**config.mk**
```make
export PLATFORM = sky130hd
export DESIGN_NAME = card_interrupt_steering
export DESIGN_NICKNAME = d
export VERILOG_FILES = /design/src/card_irq_pkg.sv /design/src/card_interrupt_steering.sv
export SDC_FILE = /design/constraint.sdc
export NUM_CORES = 1
export LEC_CHECK = 0
export ABC_AREA = 1
export BUFFER_PORTS_ARGS = -buffer_cell sky130_fd_sc_hd__buf_4
export CORE_MARGIN = 1.5
export CORE_UTILIZATION = 30
export DETAILED_ROUTE_END_ITERATION = 8
export PLACE_DENSITY = 0.53
export SETUP_SLACK_MARGIN = 0.05
export SYNTH_ARGS = -nofsm -noshare
export SYNTH_HDL_FRONTEND = slang
export SYNTH_SLANG_ARGS = --single-unit
```
**constraint.sdc**
```tcl
create_clock -name clk -period 1.85 [get_ports clk]
set_input_delay 0.37 -clock clk [delete_from_list [all_inputs] [get_ports clk]]
set_output_delay 0.37 -clock clk [all_outputs]
set_load 0.02 [all_outputs]
```
**src/card_irq_pkg.sv**
```systemverilog
// Constants shared by the card interrupt steering block.
// Assumes a 250 MHz register clock and up to two card sockets.
package card_irq_pkg;

  // ------------------------------------------------------------
  // Pins
  // ------------------------------------------------------------
  localparam int NUM_PINS = 10;
  localparam int PIN_NINE = 4;
  localparam int PIN_TEN = 5;
  localparam int PIN_TWELVE = 7;
  localparam int PIN_FIFTEEN = 9;

  // ------------------------------------------------------------
  // Register indices (byte address is four times the index)
  // ------------------------------------------------------------
  localparam logic [7:0] IDX_INT_CTL = 8'h03;
  localparam logic [7:0] IDX_MGMT_STEER = 8'h05;
  localparam logic [7:0] IDX_MISC = 8'h1e;
  localparam logic [7:0] IDX_EXT_BASE = 8'h80;
  localparam logic [7:0] IDX_EXT_CTL1 = 8'h03;
  localparam logic [7:0] IDX_SOCK_STRIDE = 8'h40;
  localparam logic [7:0] IDX_STATUS = 8'h30;
  localparam logic [7:0] IDX_CLEAR = 8'h31;
  localparam logic [7:0] IDX_ENABLE = 8'h32;
  localparam logic [7:0] IDX_SHARE = 8'h33;
  localparam logic [7:0] IDX_STB_CFG = 8'h34;
  localparam logic [7:0] IDX_STB_PORT0 = 8'h35;
  localparam logic [7:0] IDX_STB_PORT1 = 8'h36;
  localparam int IDX_LSB = 2;
  localparam int IDX_W = 8;

  // ------------------------------------------------------------
  // Fields
  // ------------------------------------------------------------
  localparam int SEL_LSB = 0;
  localparam int SEL_W = 4;
  localparam int INT_IO_BIT = 5;
  localparam int INT_RING_EN_BIT = 7;
  localparam int EXT_ACT_EN_BIT = 2;
  localparam int MISC_DRIVE_LED_BIT = 4;
  localparam int MISC_DMA_BIT = 6;
  localparam int MISC_RING_SEL_BIT = 7;
  localparam int SHARE_EN_BIT = 0;
  localparam int STB_EN_BIT = 0;
  localparam int STB_READ_BIT = 1;
  localparam int STB_FIELD_W = 2;
  localparam int EV_DETECT = 0;
  localparam int EV_BVD2 = 1;
  localparam int EV_BVD1 = 2;
  localparam int EV_RDY = 3;
  localparam int EV_PER_SOCK = 4;

  // ------------------------------------------------------------
  // Reset values, responses, timing
  // ------------------------------------------------------------
  localparam logic [7:0] REG_RESET = 8'h00;
  localparam logic [7:0] MISC_RESET = 8'h02;
  localparam logic [3:0] SEL_NONE = 4'h0;
  localparam logic [1:0] RESP_OKAY = 2'b00;
  localparam logic [1:0] RESP_SLVERR = 2'b10;
  localparam int CLK_PERIOD_PS = 4000;
  localparam int SHARE_PULSE_NS = 40;
  localparam int SHARE_PULSE_CYC = (SHARE_PULSE_NS * 1000 + CLK_PERIOD_PS - 1) / CLK_PERIOD_PS;

  typedef logic [7:0] reg8_t;
  typedef logic [SEL_W-1:0] pin_sel_t;

endpackage

```
**src/card_interrupt_steering.sv**
```systemverilog
// Card interrupt steering, alternate pin functions and strobe ports.
// Assumes an AXI4-Lite master on clk; card pins asynchronous;
// card activity, ISA cycle and DMA request come from logic on clk.
`timescale 1ns/1ps
module card_interrupt_steering
  import card_irq_pkg::*;
#(
  parameter int NSOCK = 2,
  parameter int ADDR_W = 12,
  parameter int PULSE_CYC = SHARE_PULSE_CYC
) (
  input wire logic clk,
  input wire logic rst,
  input wire logic ce,
  input wire logic [ADDR_W-1:0] awaddr,
  input wire logic awvalid,
  output logic awready,
  input wire logic [31:0] wdata,
  input wire logic [3:0] wstrb,
  input wire logic wvalid,
  output logic wready,
  output logic [1:0] bresp,
  output logic bvalid,
  input wire logic bready,
  input wire logic [ADDR_W-1:0] araddr,
  input wire logic arvalid,
  output logic arready,
  output logic [31:0] rdata,
  output logic [1:0] rresp,
  output logic rvalid,
  input wire logic rready,
  input wire logic [NSOCK-1:0] cardReadyIreqN,
  input wire logic [NSOCK-1:0] cardDetectN,
  input wire logic [NSOCK-1:0] cardSpeakerLedN,
  input wire logic [NSOCK-1:0] cardStatusRingN,
  input wire logic [NSOCK-1:0] cardActive,
  input wire logic [NSOCK-1:0] cardCycle,
  input wire logic isaCycle,
  input wire logic dmaRequest,
  input wire logic interrupt_pin_nine,
  input wire logic [7:0] gpPortIn,
  output logic [NUM_PINS-1:0] irqPinOut,
  output logic [NUM_PINS-1:0] irqPinOe,
  output logic dmaAckSeen,
  output logic [1:0] gpStrobe,
  output logic [7:0] gpPortOut,
  output logic irqOut
);

  localparam int EVW = EV_PER_SOCK * NSOCK;
  localparam int RAW_W = 4 * NSOCK + 9;
  localparam int CNT_W = $clog2(PULSE_CYC + 1);

  if (NSOCK < 1 || NSOCK > 2) $error("NSOCK must be 1 or 2");
  if (ADDR_W < IDX_W + IDX_LSB) $error("ADDR_W too small");
  if (PULSE_CYC < 1) $error("PULSE_CYC must be at least 1");

  function automatic logic [7:0] sockIdx(int s, logic [7:0] base);
    return 8'(base + s * IDX_SOCK_STRIDE);
  endfunction

  // ------------------------------------------------------------
  // Pin synchronisers
  // ------------------------------------------------------------
  logic [RAW_W-1:0] rawMeta;
  logic [RAW_W-1:0] rawSync;
  logic [NSOCK-1:0] ireqS, detectS, speakerS, ringS;
  logic [NSOCK-1:0] detectPrev, speakerPrev, ringPrev, ireqPrev;
  logic [7:0] portS;
  logic dmaAckS;

  always_ff @(posedge clk) begin
    if (rst) begin
      rawMeta <= '1;
      rawSync <= '1;
    end else if (ce) begin
      rawMeta <= {cardReadyIreqN, cardDetectN, cardSpeakerLedN, cardStatusRingN,
                  gpPortIn, interrupt_pin_nine};
      rawSync <= rawMeta;
    end
  end

  assign {ireqS, detectS, speakerS, ringS, portS, dmaAckS} = rawSync;

  // ------------------------------------------------------------
  // Registers
  // ------------------------------------------------------------
  reg8_t intCtl [NSOCK];
  reg8_t mgmtSteer [NSOCK];
  reg8_t extCtl [NSOCK];
  reg8_t misc;
  reg8_t shareCtl;
  reg8_t strobeCfg;
  logic [EVW-1:0] status;
  logic [EVW-1:0] enable;

  logic [IDX_W-1:0] wIdx, rIdx;
  logic wOk, rOk, wrHit, rdHit, doWrite;
  logic [ADDR_W-1:0] awAddrHeld;
  logic [7:0] wByte;
  logic wLane;
  reg8_t rdValue;

  assign wIdx = awAddrHeld[IDX_LSB +: IDX_W];
  assign rIdx = araddr[IDX_LSB +: IDX_W];
  assign wOk = (awAddrHeld >> (IDX_LSB + IDX_W)) == '0;
  assign rOk = (araddr >> (IDX_LSB + IDX_W)) == '0;
  assign doWrite = !awready && !wready && !bvalid;

  function automatic logic isGlobal(logic [7:0] idx);
    return idx == IDX_MISC || idx == IDX_STATUS || idx == IDX_CLEAR || idx == IDX_ENABLE
        || idx == IDX_SHARE || idx == IDX_STB_CFG || idx == IDX_STB_PORT0
        || idx == IDX_STB_PORT1;
  endfunction

  always_comb begin
    wrHit = wOk && isGlobal(wIdx);
    rdHit = rOk && isGlobal(rIdx);
    rdValue = REG_RESET;
    case (rIdx)
      IDX_MISC: rdValue = misc;
      IDX_STATUS: rdValue = 8'(status);
      IDX_ENABLE: rdValue = 8'(enable);
      IDX_SHARE: rdValue = shareCtl;
      IDX_STB_CFG: rdValue = strobeCfg;
      IDX_STB_PORT0, IDX_STB_PORT1: rdValue = portS;
      default: rdValue = REG_RESET;
    endcase
    for (int s = 0; s < NSOCK; s++) begin
      if (wOk && (wIdx == sockIdx(s, IDX_INT_CTL) || wIdx == sockIdx(s, IDX_MGMT_STEER)
          || wIdx == sockIdx(s, IDX_EXT_BASE + IDX_EXT_CTL1))) wrHit = 1'b1;
      if (rOk && rIdx == sockIdx(s, IDX_INT_CTL)) begin
        rdHit = 1'b1;
        rdValue = intCtl[s];
      end
      if (rOk && rIdx == sockIdx(s, IDX_MGMT_STEER)) begin
        rdHit = 1'b1;
        rdValue = mgmtSteer[s];
      end
      if (rOk && rIdx == sockIdx(s, IDX_EXT_BASE + IDX_EXT_CTL1)) begin
        rdHit = 1'b1;
        rdValue = extCtl[s];
      end
    end
    if (!rdHit) rdValue = REG_RESET;
  end

  // ------------------------------------------------------------
  // AXI4-Lite slave
  // ------------------------------------------------------------
  always_ff @(posedge clk) begin
    if (rst) begin
      awready <= 1'b1;
      wready <= 1'b1;
      bvalid <= 1'b0;
      bresp <= RESP_OKAY;
      awAddrHeld <= '0;
      wByte <= 8'h00;
      wLane <= 1'b0;
    end else if (ce) begin
      if (awvalid && awready) begin
        awAddrHeld <= awaddr;
        awready <= 1'b0;
      end
      if (wvalid && wready) begin
        wByte <= wdata[7:0];
        wLane <= wstrb[0];
        wready <= 1'b0;
      end
      if (doWrite) begin
        bvalid <= 1'b1;
        bresp <= wrHit ? RESP_OKAY : RESP_SLVERR;
      end else if (bvalid && bready) begin
        bvalid <= 1'b0;
        awready <= 1'b1;
        wready <= 1'b1;
      end
    end
  end

  always_ff @(posedge clk) begin
    if (rst) begin
      arready <= 1'b1;
      rvalid <= 1'b0;
      rdata <= 32'h0000_0000;
      rresp <= RESP_OKAY;
    end else if (ce) begin
      if (arvalid && arready) begin
        arready <= 1'b0;
        rvalid <= 1'b1;
        rdata <= {24'h00_0000, rdValue};
        rresp <= rdHit ? RESP_OKAY : RESP_SLVERR;
      end else if (rvalid && rready) begin
        rvalid <= 1'b0;
        arready <= 1'b1;
      end
    end
  end

  // Only byte lane 0 carries register data
  always_ff @(posedge clk) begin
    if (rst) begin
      misc <= MISC_RESET;
      shareCtl <= REG_RESET;
      strobeCfg <= REG_RESET;
      enable <= '0;
      for (int s = 0; s < NSOCK; s++) begin
        intCtl[s] <= REG_RESET;
        mgmtSteer[s] <= REG_RESET;
        extCtl[s] <= REG_RESET;
      end
    end else if (ce && doWrite && wLane && wOk) begin
      case (wIdx)
        IDX_MISC: misc <= wByte;
        IDX_SHARE: shareCtl <= wByte;
        IDX_STB_CFG: strobeCfg <= wByte;
        IDX_ENABLE: enable <= wByte[EVW-1:0];
        default: ;
      endcase
      for (int s = 0; s < NSOCK; s++) begin
        if (wIdx == sockIdx(s, IDX_INT_CTL)) intCtl[s] <= wByte;
        if (wIdx == sockIdx(s, IDX_MGMT_STEER)) mgmtSteer[s] <= wByte;
        if (wIdx == sockIdx(s, IDX_EXT_BASE + IDX_EXT_CTL1)) extCtl[s] <= wByte;
      end
    end
  end

  // ------------------------------------------------------------
  // Management events and status
  // ------------------------------------------------------------
  logic [EVW-1:0] events;
  logic [EVW-1:0] clearMask;
  logic [NSOCK-1:0] cardIo, cardReq, mgmtPend, ringEn, actEn;

  always_comb begin
    events = '0;
    for (int s = 0; s < NSOCK; s++) begin
      cardIo[s] = intCtl[s][INT_IO_BIT];
      ringEn[s] = intCtl[s][INT_RING_EN_BIT];
      actEn[s] = extCtl[s][EXT_ACT_EN_BIT];
      // Card class only from a present, activated I/O card
      cardReq[s] = cardActive[s] && cardIo[s] && !ireqS[s];
      events[s * EV_PER_SOCK + EV_DETECT] = detectS[s] != detectPrev[s];
      events[s * EV_PER_SOCK + EV_BVD2] = !cardIo[s] && speakerS[s] != speakerPrev[s];
      events[s * EV_PER_SOCK + EV_BVD1] = ringS[s] != ringPrev[s];
      events[s * EV_PER_SOCK + EV_RDY] = !cardIo[s] && ireqS[s] != ireqPrev[s];
      mgmtPend[s] = |(status[s * EV_PER_SOCK +: EV_PER_SOCK]
                      & enable[s * EV_PER_SOCK +: EV_PER_SOCK]);
    end
  end

  assign clearMask = (ce && doWrite && wLane && wOk && wIdx == IDX_CLEAR) ? wByte[EVW-1:0] : '0;

  // New events win over a simultaneous clear
  always_ff @(posedge clk) begin
    if (rst) begin
      status <= '0;
      irqOut <= 1'b0;
      detectPrev <= '1;
      speakerPrev <= '1;
      ringPrev <= '1;
      ireqPrev <= '1;
    end else if (ce) begin
      status <= (status & ~clearMask) | events;
      irqOut <= |(status & enable);
      detectPrev <= detectS;
      speakerPrev <= speakerS;
      ringPrev <= ringS;
      ireqPrev <= ireqS;
    end
  end

  // ------------------------------------------------------------
  // Steering and alternate functions
  // ------------------------------------------------------------
  logic [NUM_PINS-1:0] pinUsed, pinDrive, reqPrev;
  logic [NUM_PINS-1:0] next_pinOut, next_pinOe;
  logic [CNT_W-1:0] shareCnt [NUM_PINS];
  logic ledMode, ledOn, ringSel, ringCause, ringHold, dmaMode, shareEn;

  assign shareEn = shareCtl[SHARE_EN_BIT];
  assign dmaMode = misc[MISC_DMA_BIT];
  assign ringSel = misc[MISC_RING_SEL_BIT];
  assign ledMode = |actEn || misc[MISC_DRIVE_LED_BIT];
  // Suspend bits are not consulted, so pass-through continues
  assign ringCause = ringSel && |(cardActive & cardIo & ringEn & ~ringS);

  always_comb begin
    ledOn = 1'b0;
    for (int s = 0; s < NSOCK; s++) begin
      if (cardActive[s] && actEn[s] && cardCycle[s]) ledOn = 1'b1;
      if (cardActive[s] && cardIo[s] && misc[MISC_DRIVE_LED_BIT] && !speakerS[s]) begin
        ledOn = 1'b1;
      end
    end
  end

  always_comb begin
    for (int p = 0; p < NUM_PINS; p++) begin
      pinUsed[p] = 1'b0;
      pinDrive[p] = 1'b0;
      for (int s = 0; s < NSOCK; s++) begin
        if (intCtl[s][SEL_LSB +: SEL_W] == pin_sel_t'(p + 1)) begin
          pinUsed[p] = 1'b1;
          pinDrive[p] = pinDrive[p] | cardReq[s];
        end
        if (mgmtSteer[s][SEL_LSB +: SEL_W] == pin_sel_t'(p + 1)) begin
          pinUsed[p] = 1'b1;
          pinDrive[p] = pinDrive[p] | mgmtPend[s];
        end
      end
      if (shareEn) begin
        next_pinOut[p] = 1'b1;
        next_pinOe[p] = shareCnt[p] != '0;
      end else begin
        next_pinOut[p] = pinDrive[p];
        next_pinOe[p] = pinUsed[p];
      end
    end
    if (ledMode) begin
      next_pinOut[PIN_TWELVE] = 1'b0;
      next_pinOe[PIN_TWELVE] = ledOn;
    end
    if (ringSel) begin
      next_pinOut[PIN_FIFTEEN] = !ringHold;
      next_pinOe[PIN_FIFTEEN] = 1'b1;
    end
    // Pin roles only; no card transfer is started here
    if (dmaMode) begin
      next_pinOut[PIN_NINE] = 1'b0;
      next_pinOe[PIN_NINE] = 1'b0;
      next_pinOut[PIN_TEN] = dmaRequest;
      next_pinOe[PIN_TEN] = 1'b1;
    end
  end

  // Share pulse restarts only on a new request edge
  always_ff @(posedge clk) begin
    if (rst) begin
      reqPrev <= '0;
      for (int p = 0; p < NUM_PINS; p++) shareCnt[p] <= '0;
    end else if (ce) begin
      reqPrev <= pinDrive;
      for (int p = 0; p < NUM_PINS; p++) begin
        if (pinDrive[p] && !reqPrev[p]) shareCnt[p] <= CNT_W'(PULSE_CYC);
        else if (shareCnt[p] != '0) shareCnt[p] <= shareCnt[p] - 1'b1;
      end
    end
  end

  // One ring gives one wake event, held until an ISA cycle; a ring still held keeps it set
  always_ff @(posedge clk) begin
    if (rst) begin
      ringHold <= 1'b0;
    end else if (ce) begin
      if (ringCause) ringHold <= 1'b1;
      else if (isaCycle) ringHold <= 1'b0;
    end
  end

  always_ff @(posedge clk) begin
    if (rst) begin
      irqPinOut <= '0;
      irqPinOe <= '0;
      dmaAckSeen <= 1'b0;
    end else if (ce) begin
      irqPinOut <= next_pinOut;
      irqPinOe <= next_pinOe;
      dmaAckSeen <= dmaMode && !dmaAckS;
    end
  end

  // ------------------------------------------------------------
  // Strobe ports
  // ------------------------------------------------------------
  logic [1:0] stbWrite, stbRead;

  always_comb begin
    for (int i = 0; i < 2; i++) begin
      stbWrite[i] = doWrite && wOk && wIdx == 8'(IDX_STB_PORT0 + i)
                    && strobeCfg[i * STB_FIELD_W + STB_EN_BIT]
                    && !strobeCfg[i * STB_FIELD_W + STB_READ_BIT];
      stbRead[i] = arvalid && arready && rIdx == 8'(IDX_STB_PORT0 + i) && rOk
                   && strobeCfg[i * STB_FIELD_W + STB_EN_BIT]
                   && strobeCfg[i * STB_FIELD_W + STB_READ_BIT];
    end
  end

  // Access completes in one cycle, so the strobe is one cycle long
  always_ff @(posedge clk) begin
    if (rst) begin
      gpStrobe <= 2'b00;
      gpPortOut <= 8'h00;
    end else if (ce) begin
      gpStrobe <= stbWrite | stbRead;
      if (|stbWrite && wLane) gpPortOut <= wByte;
    end
  end

endmodule

```
==> impl_metrics.yaml <==
min_path:
  hold_end: "rawMeta[9]$_SDFFE_PP1P_"
  min_path_type: "in -> reg"
  hold_depth: 3
  hp-start: "cardStatusRingN[0]"
critical_path:
  reg2reg_to: "shareCnt[2][0]$_SDFFCE_PN0P_"
  cpMostUsedCell: "buf_4"
  path_cells: "inv_2 -> buf_4 -> nor3_2 -> a21oi_2 -> o21ai_1 -> a21oi_2 -> buf_4 -> o211ai_1 -> buf_4 -> nor2_1"
  end_kind: "register"
  arrival_ns: 2.24
  cp-start-kind: "register"
  crit_path_max_incr_delay_ns: 0.41
  reg2reg_depth: 10
  cp.required_ns: 2.15
  rrSetupSlack_ns: -0.09
  crit_path_top_delay_cell: "edfxtp_1"
  r2r_start: "intCtl[0][8]$_DFFE_PP_"
  path_class: "reg -> reg"
  path_max_fanout: 4
layout:
  finalNetCount: 1958
  diodes: 0
  drive_above_1_share_pct: 31.2
  layout_common_cells: "buf_4 (294), nand2_1 (261), nor2_1 (175)"
  layout_commonest_cell: "buf_4"
  fillCellCount: 4007
  syn_to_final_growth_pct: 38.5
sta:
  setup_violations: 43
  rsz0062_at_grt: "yes"
  setup_slack_ns: -0.0867
  slew_headroom_pct: 62.0
  fin_setup_tns_ns: -1.55
  whs_ns: 0.0248
  skew_ns: 0.0273
  worst_slew_pin_slew_ns: 0.570
  hold_viol: 0
  fin_crit_ns: 1.94
  slew_violations: 0
  max_freq_mhz: 516
  timing.final.crit_share_pct: 105
global_route:
  grt_pass1_vias: 11100
  grt_pass1_wl_mm: 59.8
  track_usage_pct: 18.5
  grt_max_degree: 78
  antenna_found_initial: 0
  grt_overflow: 0
status:
  status: "finished with violations"
  violations: "negative setup slack"
drt:
  via_per_inst: 4.77
  drt_iter0_markers: 630
  firstDrtPassIters: 5
  vias: 11400
  ant_nets: 0
  routedWlPerCell_um: 16.4
  drcViolationCount: 0
  drt-total-wl_mm: 39.4
floorplan:
  row_count: 73
  initial_utilization_pct: 30.5
  die_area_mm2: 0.0416
  die_w_um: 204
  ios: 164
  design.core.area_mm2: 0.0397
  fp.dieH_um: 204
synthesis:
  synthArstFlopShare_pct: 0
  synth-main-ff-cell: "dfxtp_1"
  synth_area_per_cell_um2: 7.86
  synth_top_area_share_pct: 26.3
  yosysTopAreaCell: "dfxtp_1"
  netlist_instances: 1540
  synth-edff-count: 88
  ys_types: 54
  synth_area_leaders: "dfxtp_1 (26%), edfxtp_1 (22%), nand2_1 (8.7%), nor2_1 (6.7%), nand3_1 (5.6%)"
  ys_seq_area_share_pct: 48.1
  synth-seq-cells: 247
  yosysWarnings: 0
  mappedNetlistArea_mm2: 0.0121
power:
  powerDensity_mw_per_mm2: 794
  ir_drop_mv: 0.583
  power.total_mw: 13.3
  cellLeakagePower_nw: 7.35
placement:
  io_buffer_count: 106
  routabilityCongestion: 0.904
  place_hpwl_mm: 29.0
clock_tree:
  clockBufferDepth: 3
  ctsRootBufferMaster: "clkbuf_16"
  insertion_delay_ns: 0.57
  ctsHtreeMaxLevel: 1
  clkSinkCount: 247
  worst_setup_hold_path_clk_slew_ns: 0.06
  cts_buffers: 28
  cts_tree: "yes"
run:
  drv_cap: 0
how the worst max path moves through the flow:
stage                     slack [ns]  cells past startpoint                   start                      endpoint
final                          -0.09                     10  intCtl[0][8]$_DFFE_PP_  shareCnt[2][0]$_SDFFCE_PN0P_
after global routing           -0.18                     12  intCtl[0][5]$_DFFE_PP_  shareCnt[7][1]$_SDFFCE_PN0P_
after CTS                      -0.07                     11  intCtl[0][5]$_DFFE_PP_  shareCnt[8][1]$_SDFFCE_PN0P_
after detailed placement       -0.30                     11           cardActive[0]  shareCnt[3][0]$_SDFFCE_PN0P_
after global placement         -0.30                     11               araddr[9]      gpStrobe[1]$_SDFFE_PP0P_
after floorplan                 0.09                     10  intCtl[0][5]$_DFFE_PP_  shareCnt[2][0]$_SDFFCE_PN0P_
routing by layer:
| layer | wire [um] | GRT usage [%] |
|---|---|---|
| met5 | 0 | 0 |
| met4 | 1200 | 6.06 |
| met3 | 1820 | 2.17 |
| met2 | 19400 | 32.7 |
| met1 | 17000 | 23.4 |
worst max-delay path: cells and delay by family (launching register included):
| kind | cells | cell delay, ns |
|---|---|---|
| and+or+nand+nor | 2 | 0.30 |
| DFF | 1 | 0.41 |
| buffers and inverters | 4 | 0.56 |
| AOI/OAI and AO/OA | 4 | 0.40 |
cell usage after synthesis, types with 6 or more instances:
master,n
a21oi_1,110
nor2_1,216
xnor2_1,10
nand4_1,8
edfxtp_1,88
nand3_1,136
inv_1,164
nand2_1,282
buf_4,32
inv_2,12
buf_1,7
ha_1,19
o211ai_1,22
dfxtp_1,159
xor2_1,9
nor3_1,19
o221ai_1,6
a211oi_1,14
nor2_2,13
o21ai_0,99
o21ai_1,7
clkbuf_1,34
through the flow:
stage	util, %	cells	setup slack, ns	area [um^2]
after floorplan	-	1565	0.0894	12200
after global placement	37.1	2294	-0.297	14700
after detailed placement	37.1	2294	-0.298	14700
after CTS	40.9	2376	-0.0719	16300
after global routing	42.2	2394	-0.179	16800
final	42.2	2394	-0.0867	16800
timing repair:
action	in CTS	in global routing
resized for setup	120	107
hold buffers	8	0
cloned	1	1
endpoints found under the setup margin	84	161
hold endpoints to repair	8	0
setup buffers	23	20
pin swaps	34	43
registers in the layout (all words and copies together), names as in the netlist, 10 cells and up:
register and flops:
shareCnt 40, rawMeta 17, rawSync 17, extCtl 16
intCtl 16, mgmtSteer 16, awAddrHeld 10, irqPinOe 10
irqPinOut 10, reqPrev 10
area by class of cell:
class / instances / area (um^2) / area share, %
multi-input cells: 1061 / 5920 / 35.3
flip-flops and latches: 247 / 5840 / 34.8
repair buffers: 330 / 2730 / 16.3
clock buffers: 39 / 793 / 4.73
inverters: 179 / 681 / 4.06
well taps: 525 / 657 / 3.92
clock inverters: 12 / 134 / 0.799
repair inverters: 1 / 7.51 / 0.0448
cells by family after synthesis:
kind of cell	share of synthesized area [%]
other cells	0.0310
flops	48.1
simple gates	25.6
fa+ha+maj	1.96
buf+inv	9.11
xor+xnor	1.37
compound gates	13.8
where the power goes:
part	switching [mW]	internal [mW]	leakage [nW]
combinational	0.987	0.660	4.67
clock	2.30	3.28	0.456
sequential	0.186	5.91	2.22
total	3.47	9.84	7.35
No activity file was read; power rests on OpenSTA's default activity.
